[src/common/timer8_pkg.sv]
package timer8_pkg;

  // ****************************************
  // Bus carriers.
  // ****************************************
  typedef struct packed {
    logic        cyc;
    logic        stb;
    logic        we;
    logic [7:0]  adr;
    logic [3:0]  sel;
    logic [31:0] dat;
  } wb_req_s;

  typedef struct packed {
    logic        ack;
    logic [31:0] dat;
  } wb_rsp_s;

  // ****************************************
  // Register indices, byte address is four times the index.
  // ****************************************
  localparam logic [5:0] IDX_FLAG    = 6'h15;
  localparam logic [5:0] IDX_CTRL    = 6'h24;
  localparam logic [5:0] IDX_COUNT   = 6'h26;
  localparam logic [5:0] IDX_COMPARE = 6'h27;
  localparam logic [5:0] IDX_MASK    = 6'h2E;
  localparam logic [5:0] IDX_PIN     = 6'h2F;

  // ****************************************
  // Field positions and reset values.
  // ****************************************
  localparam int CTRL_FOC    = 7;
  localparam int CTRL_WGM_LO = 6;
  localparam int CTRL_COM_HI = 5;
  localparam int CTRL_COM_LO = 4;
  localparam int CTRL_WGM_HI = 3;
  localparam int FLAG_OVF    = 0;
  localparam int FLAG_CMP    = 1;
  localparam int PIN_DIR     = 0;
  localparam int PIN_DATA    = 1;
  localparam logic [7:0] REG_RESET  = 8'h00;
  localparam logic [7:0] CNT_MAX    = 8'hFF;
  localparam logic [7:0] CNT_BOTTOM = 8'h00;

  // ****************************************
  // Prescaler taps for divide by 8, 64, 256 and 1024.
  // ****************************************
  localparam int PRE_W   = 10;
  localparam int PRE_8   = 3;
  localparam int PRE_64  = 6;
  localparam int PRE_256 = 8;

  typedef enum logic [1:0] {
    MODE_NORMAL = 2'b00,
    MODE_PHASE  = 2'b01,
    MODE_CTC    = 2'b10,
    MODE_FAST   = 2'b11
  } mode_e;

  typedef enum logic [2:0] {
    CS_STOP  = 3'b000,
    CS_DIV1  = 3'b001,
    CS_DIV8  = 3'b010,
    CS_DIV64 = 3'b011,
    CS_DIV256 = 3'b100,
    CS_DIV1024 = 3'b101,
    CS_EXT_FALL = 3'b110,
    CS_EXT_RISE = 3'b111
  } cs_e;

  typedef struct packed {
    logic [PRE_W-1:0] cnt;
  } presc_s;

  typedef struct packed {
    logic [7:0]  count;
    logic [7:0]  ocr;
    logic [7:0]  ocr_buf;
    logic [7:0]  ctrl;
    logic [7:0]  mask;
    logic [1:0]  flags;
    logic [1:0]  pinc;
    logic        down;
    logic        block;
    logic        oc;
    logic        pin;
    logic        pin_oe_n;
    logic        irq;
    logic        ack;
    logic [31:0] rdat;
    logic [2:0]  sync;
  } tstate_s;

  localparam tstate_s TSTATE_RESET = '{
    count: REG_RESET, ocr: REG_RESET, ocr_buf: REG_RESET, ctrl: REG_RESET, mask: REG_RESET,
    flags: 2'h0, pinc: 2'h0, down: 1'b0, block: 1'b0, oc: 1'b0, pin: 1'b0, pin_oe_n: 1'b1,
    irq: 1'b0, ack: 1'b0, rdat: 32'h0000_0000, sync: 3'h0};

endpackage

[src/core/prescale_div.sv]
`timescale 1ns/100ps
module prescale_div (
  input  wire logic       clk_i,
  input  wire logic       rst_i,
  output logic [3:0]      tick_o
);
  import timer8_pkg::*;

  presc_s s_q;
  presc_s s_d;

  // ****************************************
  // Free running divider, one enable pulse per tap period.
  // ****************************************
  always_comb begin
    s_d     = s_q;
    s_d.cnt = s_q.cnt + 1'b1;
  end

  always_ff @(posedge clk_i) begin
    if (rst_i) begin
      s_q <= '0;
    end else begin
      s_q <= s_d;
    end
  end

  assign tick_o[0] = &s_q.cnt[PRE_8-1:0];
  assign tick_o[1] = &s_q.cnt[PRE_64-1:0];
  assign tick_o[2] = &s_q.cnt[PRE_256-1:0];
  assign tick_o[3] = &s_q.cnt;

endmodule

[src/core/timer8_core.sv]
`timescale 1ns/100ps
// Behaviour
// RULE1 - Nonzero output mode drives pin from compare output, only when direction is output.
// RULE2 - Non-PWM modes: 00 disconnect, 01 toggle, 10 clear, 11 set on match.
// RULE3 - Fast PWM: 10 clears on match, sets at bottom; 11 the inverse.
// RULE4 - Fast PWM with compare at top and upper mode bit: ignore match, keep bottom action.
// RULE5 - Phase PWM: 10 clears on up match, sets on down match; 11 inverse.
// RULE6 - Phase PWM with compare at top and upper mode bit: ignore match, act at top.
// RULE7 - Clock select 000 stops, 001 undivided, 010 to 101 divide by 8/64/256/1024.
// RULE8 - Clock select 110 counts falling, 111 rising edges of external count input.
// RULE9 - External edges count regardless of the pin direction.
// RULE10 - Counter readable and writable; a write blocks the match on the next tick.
// RULE11 - Compare value continuously compared with the counter for waveform and flag.
// RULE12 - Compare interrupt when its enable, global enable and compare flag are set.
// RULE13 - Overflow interrupt when its enable, global enable and overflow flag are set.
// RULE14 - Compare flag set on match, cleared by vector taken or writing one.
// RULE15 - Overflow flag set on overflow, cleared by vector taken or writing one.
// RULE16 - Phase PWM sets overflow flag when direction reverses at zero.
// RULE17 - Waveform mode selects normal, phase PWM, clear-on-match or fast PWM behaviour.
// RULE18 - Force strobe applies non-PWM action only, no flag, reads zero.
// RULE19 - Bus access answers in one cycle; software counter write beats the increment.
module timer8_core (
  input  wire logic                clk_i,
  input  wire logic                rst_i,
  input  timer8_pkg::wb_req_s      wb_i,
  output timer8_pkg::wb_rsp_s      wb_o,
  input  wire logic                external_count_input_i,
  input  wire logic                global_irq_en_i,
  input  wire logic                cmp_vector_taken_i,
  input  wire logic                ovf_vector_taken_i,
  output logic                     compare_output_pin_o,
  output logic                     compare_output_pin_oe_n_o,
  output logic                     irq_o
);
  import timer8_pkg::*;

  tstate_s    s_q;
  tstate_s    s_d;
  logic [3:0] pre_tick;
  logic       req;
  logic       wr;
  logic [5:0] idx;
  logic [7:0] wdat;
  mode_e      mode;
  logic [1:0] com;
  logic       tick;
  logic       ext_rise;
  logic       ext_fall;
  logic       match;
  logic       at_top_ignore;
  logic       up;
  logic       set_ovf;
  logic       set_cmp;
  logic [1:0] clr;
  logic       oc_n;
  mode_e      new_mode;
  logic [1:0] new_com;

  prescale_div u_pre (
    .clk_i  (clk_i),
    .rst_i  (rst_i),
    .tick_o (pre_tick)
  );

  // ****************************************
  // Decoding of bus and control fields.
  // ****************************************
  assign req      = wb_i.cyc & wb_i.stb & ~s_q.ack;
  assign wr       = req & wb_i.we & wb_i.sel[0];
  assign idx      = wb_i.adr[7:2];
  assign wdat     = wb_i.dat[7:0];
  assign mode     = mode_e'({s_q.ctrl[CTRL_WGM_HI], s_q.ctrl[CTRL_WGM_LO]});
  assign com      = s_q.ctrl[CTRL_COM_HI:CTRL_COM_LO];
  assign new_mode = mode_e'({wdat[CTRL_WGM_HI], wdat[CTRL_WGM_LO]});
  assign new_com  = wdat[CTRL_COM_HI:CTRL_COM_LO];
  assign ext_rise = s_q.sync[1] & ~s_q.sync[2];
  assign ext_fall = ~s_q.sync[1] & s_q.sync[2];

  // ****************************************
  // Timer clock selection.
  // ****************************************
  always_comb begin
    // RULE7 RULE8 clock source select.
    case (cs_e'(s_q.ctrl[2:0]))
      CS_STOP:     tick = 1'b0;
      CS_DIV1:     tick = 1'b1;
      CS_DIV8:     tick = pre_tick[0];
      CS_DIV64:    tick = pre_tick[1];
      CS_DIV256:   tick = pre_tick[2];
      CS_DIV1024:  tick = pre_tick[3];
      CS_EXT_FALL: tick = ext_fall;
      CS_EXT_RISE: tick = ext_rise;
      default:     tick = 1'b0;
    endcase
  end

  // RULE11 continuous compare.
  assign match         = tick & (s_q.count == s_q.ocr) & ~s_q.block;
  assign at_top_ignore = (s_q.ocr == CNT_MAX) & com[1];
  assign up            = ~s_q.down | (s_q.count == CNT_BOTTOM);

  // ****************************************
  // Next state.
  // ****************************************
  always_comb begin
    s_d     = s_q;
    set_ovf = 1'b0;
    set_cmp = 1'b0;
    oc_n    = s_q.oc;
    clr     = 2'b00;
    s_d.ack = req;
    // RULE9 synchroniser ignores pin direction.
    s_d.sync = {s_q.sync[1:0], external_count_input_i};
    if (tick) begin
      s_d.block = 1'b0;
      // RULE17 mode dependent sequence.
      case (mode)
        MODE_NORMAL, MODE_CTC: begin
          if (mode == MODE_CTC && s_q.count == s_q.ocr) begin
            s_d.count = CNT_BOTTOM;
          end else begin
            s_d.count = s_q.count + 8'h01;
          end
          if (s_q.count == CNT_MAX) begin
            set_ovf = 1'b1;
          end
          if (match) begin
            set_cmp = 1'b1;
            // RULE2 non-PWM actions.
            case (com)
              2'b01:   oc_n = ~s_q.oc;
              2'b10:   oc_n = 1'b0;
              2'b11:   oc_n = 1'b1;
              default: oc_n = s_q.oc;
            endcase
          end
        end
        MODE_FAST: begin
          s_d.count = s_q.count + 8'h01;
          if (match) begin
            set_cmp = 1'b1;
            // RULE4 match at top ignored.
            if (!at_top_ignore) begin
              // RULE3 match action.
              if (com == 2'b10) begin
                oc_n = 1'b0;
              end else if (com == 2'b11) begin
                oc_n = 1'b1;
              end
            end
          end
          if (s_q.count == CNT_MAX) begin
            set_ovf     = 1'b1;
            s_d.ocr     = s_q.ocr_buf;
            // RULE3 RULE4 bottom action.
            if (com == 2'b10) begin
              oc_n = 1'b1;
            end else if (com == 2'b11) begin
              oc_n = 1'b0;
            end
          end
        end
        MODE_PHASE: begin
          if (!s_q.down) begin
            if (s_q.count == CNT_MAX) begin
              s_d.down  = 1'b1;
              s_d.count = s_q.count - 8'h01;
              s_d.ocr   = s_q.ocr_buf;
            end else begin
              s_d.count = s_q.count + 8'h01;
            end
          end else if (s_q.count == CNT_BOTTOM) begin
            // RULE16 overflow at direction change.
            s_d.down  = 1'b0;
            s_d.count = s_q.count + 8'h01;
            set_ovf   = 1'b1;
          end else begin
            s_d.count = s_q.count - 8'h01;
          end
          if (match) begin
            set_cmp = 1'b1;
            // RULE5 direction dependent action.
            if (!at_top_ignore && com[1]) begin
              oc_n = com[0] ? up : ~up;
            end
          end
          // RULE6 top action when match ignored.
          if (at_top_ignore && s_q.count == CNT_MAX) begin
            oc_n = ~com[0];
          end
        end
        default: begin
          s_d.count = s_q.count;
        end
      endcase
    end
    s_d.oc = oc_n;

    // RULE19 software writes take priority.
    if (wr) begin
      case (idx)
        IDX_COUNT: begin
          // RULE10 block next match.
          s_d.count = wdat;
          s_d.block = 1'b1;
        end
        IDX_COMPARE: begin
          s_d.ocr_buf = wdat;
          if (mode == MODE_NORMAL || mode == MODE_CTC) begin
            s_d.ocr = wdat;
          end
        end
        IDX_CTRL: begin
          // RULE18 strobe not stored.
          s_d.ctrl = {1'b0, wdat[6:0]};
          if (wdat[CTRL_FOC] && (new_mode == MODE_NORMAL || new_mode == MODE_CTC)) begin
            case (new_com)
              2'b01:   s_d.oc = ~oc_n;
              2'b10:   s_d.oc = 1'b0;
              2'b11:   s_d.oc = 1'b1;
              default: s_d.oc = oc_n;
            endcase
          end
        end
        IDX_FLAG: clr = wdat[1:0];
        IDX_MASK: s_d.mask = {6'h00, wdat[1:0]};
        IDX_PIN:  s_d.pinc = wdat[1:0];
        default:  s_d.pinc = s_q.pinc;
      endcase
    end

    // RULE14 RULE15 sticky flags, set wins.
    clr[FLAG_CMP] = clr[FLAG_CMP] | cmp_vector_taken_i;
    clr[FLAG_OVF] = clr[FLAG_OVF] | ovf_vector_taken_i;
    s_d.flags     = (s_q.flags & ~clr) | {set_cmp, set_ovf};

    // RULE12 RULE13 gated interrupt.
    s_d.irq = global_irq_en_i & (|(s_d.flags & s_d.mask[1:0]));

    // RULE1 pin override and driver.
    s_d.pin      = (s_d.ctrl[CTRL_COM_HI:CTRL_COM_LO] != 2'b00) ? s_d.oc : s_d.pinc[PIN_DATA];
    s_d.pin_oe_n = ~s_d.pinc[PIN_DIR];

    s_d.rdat = 32'h0000_0000;
    if (req && !wb_i.we) begin
      case (idx)
        IDX_FLAG:    s_d.rdat = {30'h0, s_q.flags};
        IDX_CTRL:    s_d.rdat = {24'h0, s_q.ctrl};
        IDX_COUNT:   s_d.rdat = {24'h0, s_q.count};
        IDX_COMPARE: s_d.rdat = {24'h0, s_q.ocr_buf};
        IDX_MASK:    s_d.rdat = {24'h0, s_q.mask};
        IDX_PIN:     s_d.rdat = {30'h0, s_q.pinc};
        default:     s_d.rdat = 32'h0000_0000;
      endcase
    end
  end

  always_ff @(posedge clk_i) begin
    if (rst_i) begin
      s_q <= TSTATE_RESET;
    end else begin
      s_q <= s_d;
    end
  end

  assign wb_o.ack                  = s_q.ack;
  assign wb_o.dat                  = s_q.rdat;
  assign compare_output_pin_o      = s_q.pin;
  assign compare_output_pin_oe_n_o = s_q.pin_oe_n;
  assign irq_o                     = s_q.irq;
endmodule

[config.mk]
export PLATFORM = sky130hd
export DESIGN_NAME = timer8_core
export DESIGN_NICKNAME = d
export VERILOG_FILES = /design/src/common/timer8_pkg.sv /design/src/core/prescale_div.sv /design/src/core/timer8_core.sv
export SDC_FILE = /design/constraint.sdc
export NUM_CORES = 1
export LEC_CHECK = 0
export BUFFER_PORTS_ARGS = -buffer_cell sky130_fd_sc_hd__buf_2
export CORE_AREA = 2 2 92 94
export CTS_BUF_LIST = sky130_fd_sc_hd__clkbuf_2 sky130_fd_sc_hd__clkbuf_4 sky130_fd_sc_hd__clkbuf_8
export CTS_CLUSTER_DIAMETER = 120
export DETAILED_ROUTE_END_ITERATION = 7
export DIE_AREA = 0 0 94 96
export GPL_TIMING_DRIVEN = 0
export PLACE_DENSITY = 0.73
export RECOVER_POWER = 100
export SLEW_MARGIN = 5
export SYNTH_ARGS = -nofsm -noshare
export SYNTH_HDL_FRONTEND = slang
export SYNTH_SLANG_ARGS = --single-unit
export TNS_END_PERCENT = 50
[constraint.sdc]
create_clock -name clk_i -period 3.5 [get_ports clk_i]
set_clock_uncertainty 0.15 [all_clocks]
set_input_delay 0 -clock clk_i [delete_from_list [all_inputs] [get_ports clk_i]]
set_output_delay 0 -clock clk_i [all_outputs]
set_load 0.1 [all_outputs]
* Yosys cells after proc, flatten, opt, wreduce, memory -nomap -nowiden
Cells that the tools add are included.
Operators by class: add/sub/neg operators 3, reductions and logical operators 26, muxes and demuxes 53, equality and inequality tests 26, bitwise logic cells 28
Operators with widths (count):
- two-way mux 8 bit | 8
- one-hot mux 8 bit (6 select lines) | 1
- two-way mux 40 bit | 1
- two-way mux 16 bit | 2
- equality test 6 bit (second input constant) | 5
- two-way mux 1 bit | 27
- one-hot mux 8 bit (3 select lines) | 1
- equality test 8 bit (second input constant) | 2
- one-hot mux 8 bit (2 select lines) | 1
- equality test 2 bit (second input constant) | 7
- equality test 3 bit (second input constant) | 4
- two-way mux 2 bit | 6
- inverter 1 bit | 11
- adder 10 x 1 -> 10 bit (second input constant) | 1
- bitwise AND 1 bit | 10
- AND reduction 10 bit | 1
- one-hot mux 1 bit (3 select lines) | 3
- adder 8 x 1 -> 8 bit (second input constant) | 1
- equality test 8 bit | 1
- logical NOT 8 bit | 1
- one-hot mux 1 bit (8 select lines) | 1
- AND reduction 8 bit | 1
- subtractor 8 x 1 -> 8 bit (second input constant) | 1
- two-way mux 7 bit | 1
- 21 further kinds | 38
Storage, ports and cells: input port bits 53, output and inout port bits 36, flip-flop bits (word level) 89, word-level logic and storage cells 154

* Logic depth before layout (Yosys ltp)
depth after elaboration 17, mapped depth 11, mapped depth without buffers 10

* By module
From an unflattened synthesis, not the netlist that was laid out.
Unflattened totals: cells, all modules 481, area total of the unflattened synthesis 3878.7 um^2
Modules (own cells, without submodules):
- timer8_core | instances 1, area each 3425.8 um^2, cells an instance 433, seq. area each 1101.1 um^2
- prescale_div | instances 1, area each 452.9 um^2, cells an instance 48, seq. area each 200.2 um^2

* Least setup slack after synthesis
Ideal clock, no wire load.
kind register -> register, start reg u_pre.s_q[0] (netlist name), end reg s_q[39] (netlist name), path buffers 1, cell stages (with the launch flop) 11, data required time 3.234 ns, data arrival time 2.375 ns, period minus slack after synthesis 2.641 ns, library setup time 0.116 ns, setup slack 0.859 ns, path through dfxtp_1 ha_1 and3_1 buf_6 a311oi_4 nor4_4 o21ai_2 o41a_1 a21o_1 or3_1 and3_1
Between the ends: cells in the longest elaborated chain, start to end 15, elaborated cells on any way between the ends 21, classes of those cells mux (14); bitwise (3); reduce/logical (4)
Ends and longest elaborated chain:
- start, declared | RTL line prescale_div.sv:9 | presc_s s_q;
- start signal, assigned | RTL line prescale_div.sv:22 | s_q <= '0;
- start signal, assigned | RTL line prescale_div.sv:24 | s_q <= s_d;
- AND reduction 10 bit (tied with other cells) | RTL line prescale_div.sv:31 | assign tick_o[3] = &s_q.cnt;
- one-hot mux 1 bit (8 select lines) * | RTL line timer8_core.sv:84 | case (cs_e'(s_q.ctrl[2:0]))
- bitwise AND 1 bit (2 in a row) | RTL line timer8_core.sv:98 | assign match = tick & (s_q.count == s_q.ocr) & ~s_q.block;
- two-way mux 1 bit | RTL line timer8_core.sv:140 | if (match) begin
- two-way mux 1 bit | RTL line timer8_core.sv:158 | end else if (com == 2'b11) begin
- two-way mux 1 bit | RTL line timer8_core.sv:156 | if (com == 2'b10) begin
- two-way mux 1 bit | RTL line timer8_core.sv:152 | if (s_q.count == CNT_MAX) begin
- one-hot mux 1 bit (3 select lines) | RTL line timer8_core.sv:117 | case (mode)
- two-way mux 1 bit * | RTL line timer8_core.sv:114 | if (tick) begin
- inverter 1 bit | RTL line timer8_core.sv:218 | 2'b01: s_d.oc = ~oc_n;
- one-hot mux 1 bit (3 select lines) | RTL line timer8_core.sv:217 | case (new_com)
- two-way mux 1 bit | RTL line timer8_core.sv:216 | if (wdat[CTRL_FOC] && (new_mode == MODE_NORMAL || new_mode == MODE_CTC)) begin
- two-way mux 1 bit | RTL line timer8_core.sv:201 | case (idx)
- two-way mux 2 bit * | RTL line timer8_core.sv:200 | if (wr) begin
- end signal, assigned | RTL line timer8_core.sv:260 | s_q <= TSTATE_RESET;
- end signal, assigned | RTL line timer8_core.sv:262 | s_q <= s_d;
- end, declared | RTL line timer8_core.sv:37 | tstate_s s_q;
Every way passes the cells marked *; elsewhere a longest branch is shown, timed or not. A chain may end at the register's enable or synchronous reset.

* Worst setup path after layout
start reg u_pre.s_q[0] (netlist name), end reg s_q[79] (netlist name)
Between the ends: cells in the longest elaborated chain, start to end 5, elaborated cells on any way between the ends 8, classes of those cells mux (4); reduce/logical (4)
Ends and longest elaborated chain (RTL line):
- AND reduction 10 bit (tied with other cells) | prescale_div.sv:31
- one-hot mux 1 bit (8 select lines) * | timer8_core.sv:84
- two-way mux 16 bit * | timer8_core.sv:114
- two-way mux 8 bit | timer8_core.sv:201
- two-way mux 40 bit * | timer8_core.sv:200
Marked as above.

==> results_dict.tcl <==
set metrics [dict create \
    synth-async-reset-ratio 0 \
    io_pins 89 \
    powerDensity_nw_per_um2 369 \
    cts_setup_buffers 0 \
    reg2reg_slack_ns 0.26 \
    cts_buffers 9 \
    io_buffers 34 \
    required_ns 3.64 \
    path_max_fanout 10 \
    cts_root_buffer "clkbuf_8" \
    place_area_um2 4310 \
    wl_per_cell_um 16.2 \
    viasPerCell 5.65 \
    hold_start "rst_i" \
    start_util 0.487 \
    path_class "reg -> reg" \
    layout-drive-gt1-share 0.145 \
    cap_violations 0 \
    clk_latency_ns 0.36 \
    nNetsFinal 646 \
    hold_depth 3 \
    hold_violations 0 \
    grt_setup_unrepaired "no" \
    p_int_w 0.00125 \
    ys_types 63 \
    areaGrowthSynthToFinish_pct 20.2 \
    gr-total-overflow 0 \
    grt_max_degree 12 \
    route.detailed.drc 0 \
    synth_flop_cell "dfxtp_1" \
    final_cell_mix "dfxtp_1 (65), nor2_1 (60), nand2_1 (59), clkbuf_1 (36), a21oi_1 (34)" \
    sw_frac_of_total 0.281 \
    place_hpwl_um 7880 \
    whs_endpoint "s_d[2]" \
    grt_use_total 0.260 \
    crit_path_start_kind "flop" \
    ctsHtreeMaxLevel 3 \
    relSlewSlack 0.229 \
    layout_commonest_cell "dfxtp_1" \
    final.setup.tns_ns 0 \
    die_y_um 96 \
    path_clk_slew_ns 0.08 \
    drtIter0Drc 203 \
    ys_warn_count 0 \
    worstReg2RegEnd "s_q[79]" \
    p_leak_nw 1.81 \
    slew_violations 0 \
    firstDrtPassIters 5 \
    vias 3952 \
    syn_inst 501 \
    peakVddDrop_v 0.000175 \
    setup_viol_count_final 0 \
    final_antenna_net_count 0 \
    rows 33 \
    p_switching_w 0.000488 \
    pwr-share-seq 0.430 \
    cts_sinks 65 \
    fillCellCount 771 \
    worst_pin_slew_ns 1.16 \
    ctsLongestPathBuffers 2 \
    fin_area_um2 4710 \
    wl_um 11300 \
    coreArea_um2 8050 \
    tritoncts "built" \
    die-area_um2 9020 \
    post-route-min-period_ns 3.24 \
    outcome "finished, final reports clean" \
    cts-resized-gates 0 \
    grt_pass1_wl_um 18200 \
    diodes 0 \
    power_frac_clock 0.435 \
    fmax_mhz 309 \
    synth_area_um2 3920 \
    die_w_um 94 \
    hp-class "in -> reg" \
    antenna_found_initial 0 \
    synth_edf_count 0 \
    r2r-start "u_pre.s_q[0]" \
    globalplace.congestion 0.951 \
    synth-seq-cells 65 \
    finalCritPeriodShare 0.924 \
    avgSynthCellArea_um2 7.82 \
    rr_worst_depth 11 \
    seq_area_frac_synth 0.332 \
    crit_arrival_ns 3.38 \
    combPwrFrac 0.134 \
    first_global_vias 3665 \
    p_total_w 0.00174 \
    critPathCaptureType "flop" \
]
area by class of cell:
cell class / instances / area [um2] / area share
plain buffers: 61 / 359 / 0.0762
well taps: 105 / 131 / 0.0279
clock inverters: 4 / 75.1 / 0.0159
inverters: 16 / 60.1 / 0.0127
flip-flops and latches: 65 / 1300 / 0.276
repair buffers: 54 / 353 / 0.0749
multi-input cells: 382 / 2270 / 0.482
clock buffers: 12 / 159 / 0.0337
how the worst max path moves through the flow:
| stage | from | to | slack (ns) | cells after the start |
|---|---|---|---|---|
| after floorplan | u_pre.s_q[0] | s_q[39] | 0.86 | 10 |
| after global placement | u_pre.s_q[0] | s_q[79] | 0.41 | 11 |
| after detailed placement | u_pre.s_q[0] | s_q[79] | 0.38 | 11 |
| after CTS | u_pre.s_q[0] | s_q[79] | 0.35 | 11 |
| after global routing | s_q[78] | s_q[79] | 0.006 | 9 |
| final | u_pre.s_q[0] | s_q[79] | 0.26 | 11 |
cell families (layout without fill, tap and decap cells):
group	count (synthesis)	in the layout	share of synthesized area
XOR/XNOR	18	18	0.0402
AND/OR/NAND/NOR	205	205	0.258
buffers and inverters	77	147	0.110
multiplexers	21	21	0.0540
AO/OA/AOI/OAI	110	110	0.193
other	1	24	0.000957
flip-flops	65	65	0.332
adder cells (fa/ha/maj)	4	4	0.0128
critical path: stages, from the launching register on:
cell      delay [ns]
dfxtp_1         0.34
ha_1            0.22
and3_1          0.17
clkbuf_1        0.18
a311oi_4        0.36
nor4_4          0.11
o21ai_1         0.54
clkbuf_1        0.47
a211oi_1        0.10
a211oi_1        0.32
a21oi_1         0.10
nor2_1          0.10
synthesized netlist by cell type, types with 2 or more instances:
master	instances	area, um2
and2_1	3	18.8
o22ai_1	2	12.5
nor2_1	60	225
o2bb2ai_1	8	70.1
and4_1	2	17.5
a21oi_1	34	170
dfxtp_1	65	1300
or3_1	8	50.1
a31oi_1	7	43.8
nor3b_1	2	15.0
inv_1	16	60.1
a22oi_1	4	30.0
nand2b_1	2	12.5
nor3_1	18	90.1
o31ai_1	2	15.0
o21a_1	2	15.0
nor2b_1	8	50.1
nand3b_1	3	22.5
nor4_1	2	12.5
clkbuf_1	18	67.6
mux2i_1	20	200
nand4_1	6	37.5
nand3_1	11	55.1
nor4_4	2	42.5
a311oi_1	3	26.3
xor2_1	6	52.6
and3_1	8	50.1
ha_1	4	50.1
o21ai_0	11	55.1
nand2_1	59	221
buf_4	33	248
a211oi_1	12	90.1
a21o_1	2	15.0
o2111ai_1	3	26.3
xnor2_1	12	105
o211ai_1	4	30.0
or2_2	4	25.0
a2bb2oi_1	2	17.5
o21ai_1	2	10.0
buf_2	7	35.0
buf_1	2	7.51
stage by stage:
step | hold slack (ns) | std cells | utilization | setup WS, ns
after floorplan | -0.0218 | 524 | - | 0.859
after global placement | 0.0556 | 663 | 0.535 | 0.408
after detailed placement | 0.0963 | 663 | 0.535 | 0.385
after CTS | 0.0307 | 699 | 0.589 | 0.346
after global routing | 0.0585 | 699 | 0.585 | 0.00562
final | 0.00525 | 699 | 0.585 | 0.265
routing by layer:
layer	wire, um	vias to the layer above	GRT usage
met5	0	-	0
met3	838	46	0.0462
met2	5120	184	0.430
li1	-	1893	-
met4	422	0	0.135
met1	4920	1829	0.326
registers in the layout, summed over array words and instances (netlist names):
name / cells
wb_o: 9
mode: 2
compare_output_pin_o: 1
irq_o: 1
compare_output_pin_oe_n_o: 1
s_q: 37
u_pre.s_q: 10
com: 2
s_d: 2
power by group through the flow:
| stage | clock [W] | sequential [W] | combinational [W] |
|---|---|---|---|
| 2_1_floorplan | 0 | 0.000765 | 0.000177 |
| 3_3_place_gp | 0 | 0.000766 | 0.000214 |
| 3_5_place_dp | 0 | 0.000766 | 0.000216 |
| 4_1_cts | 0.000757 | 0.000749 | 0.000231 |
| 5_1_grt | 0.000797 | 0.000750 | 0.000244 |
| 6_report | 0.000758 | 0.000749 | 0.000233 |
repair_timing:
item	in CTS	in global routing
hold buffers	20	0
setup endpoints to repair	0	0
hold endpoints to repair	47	0
Power figures use the tool's default switching activity.
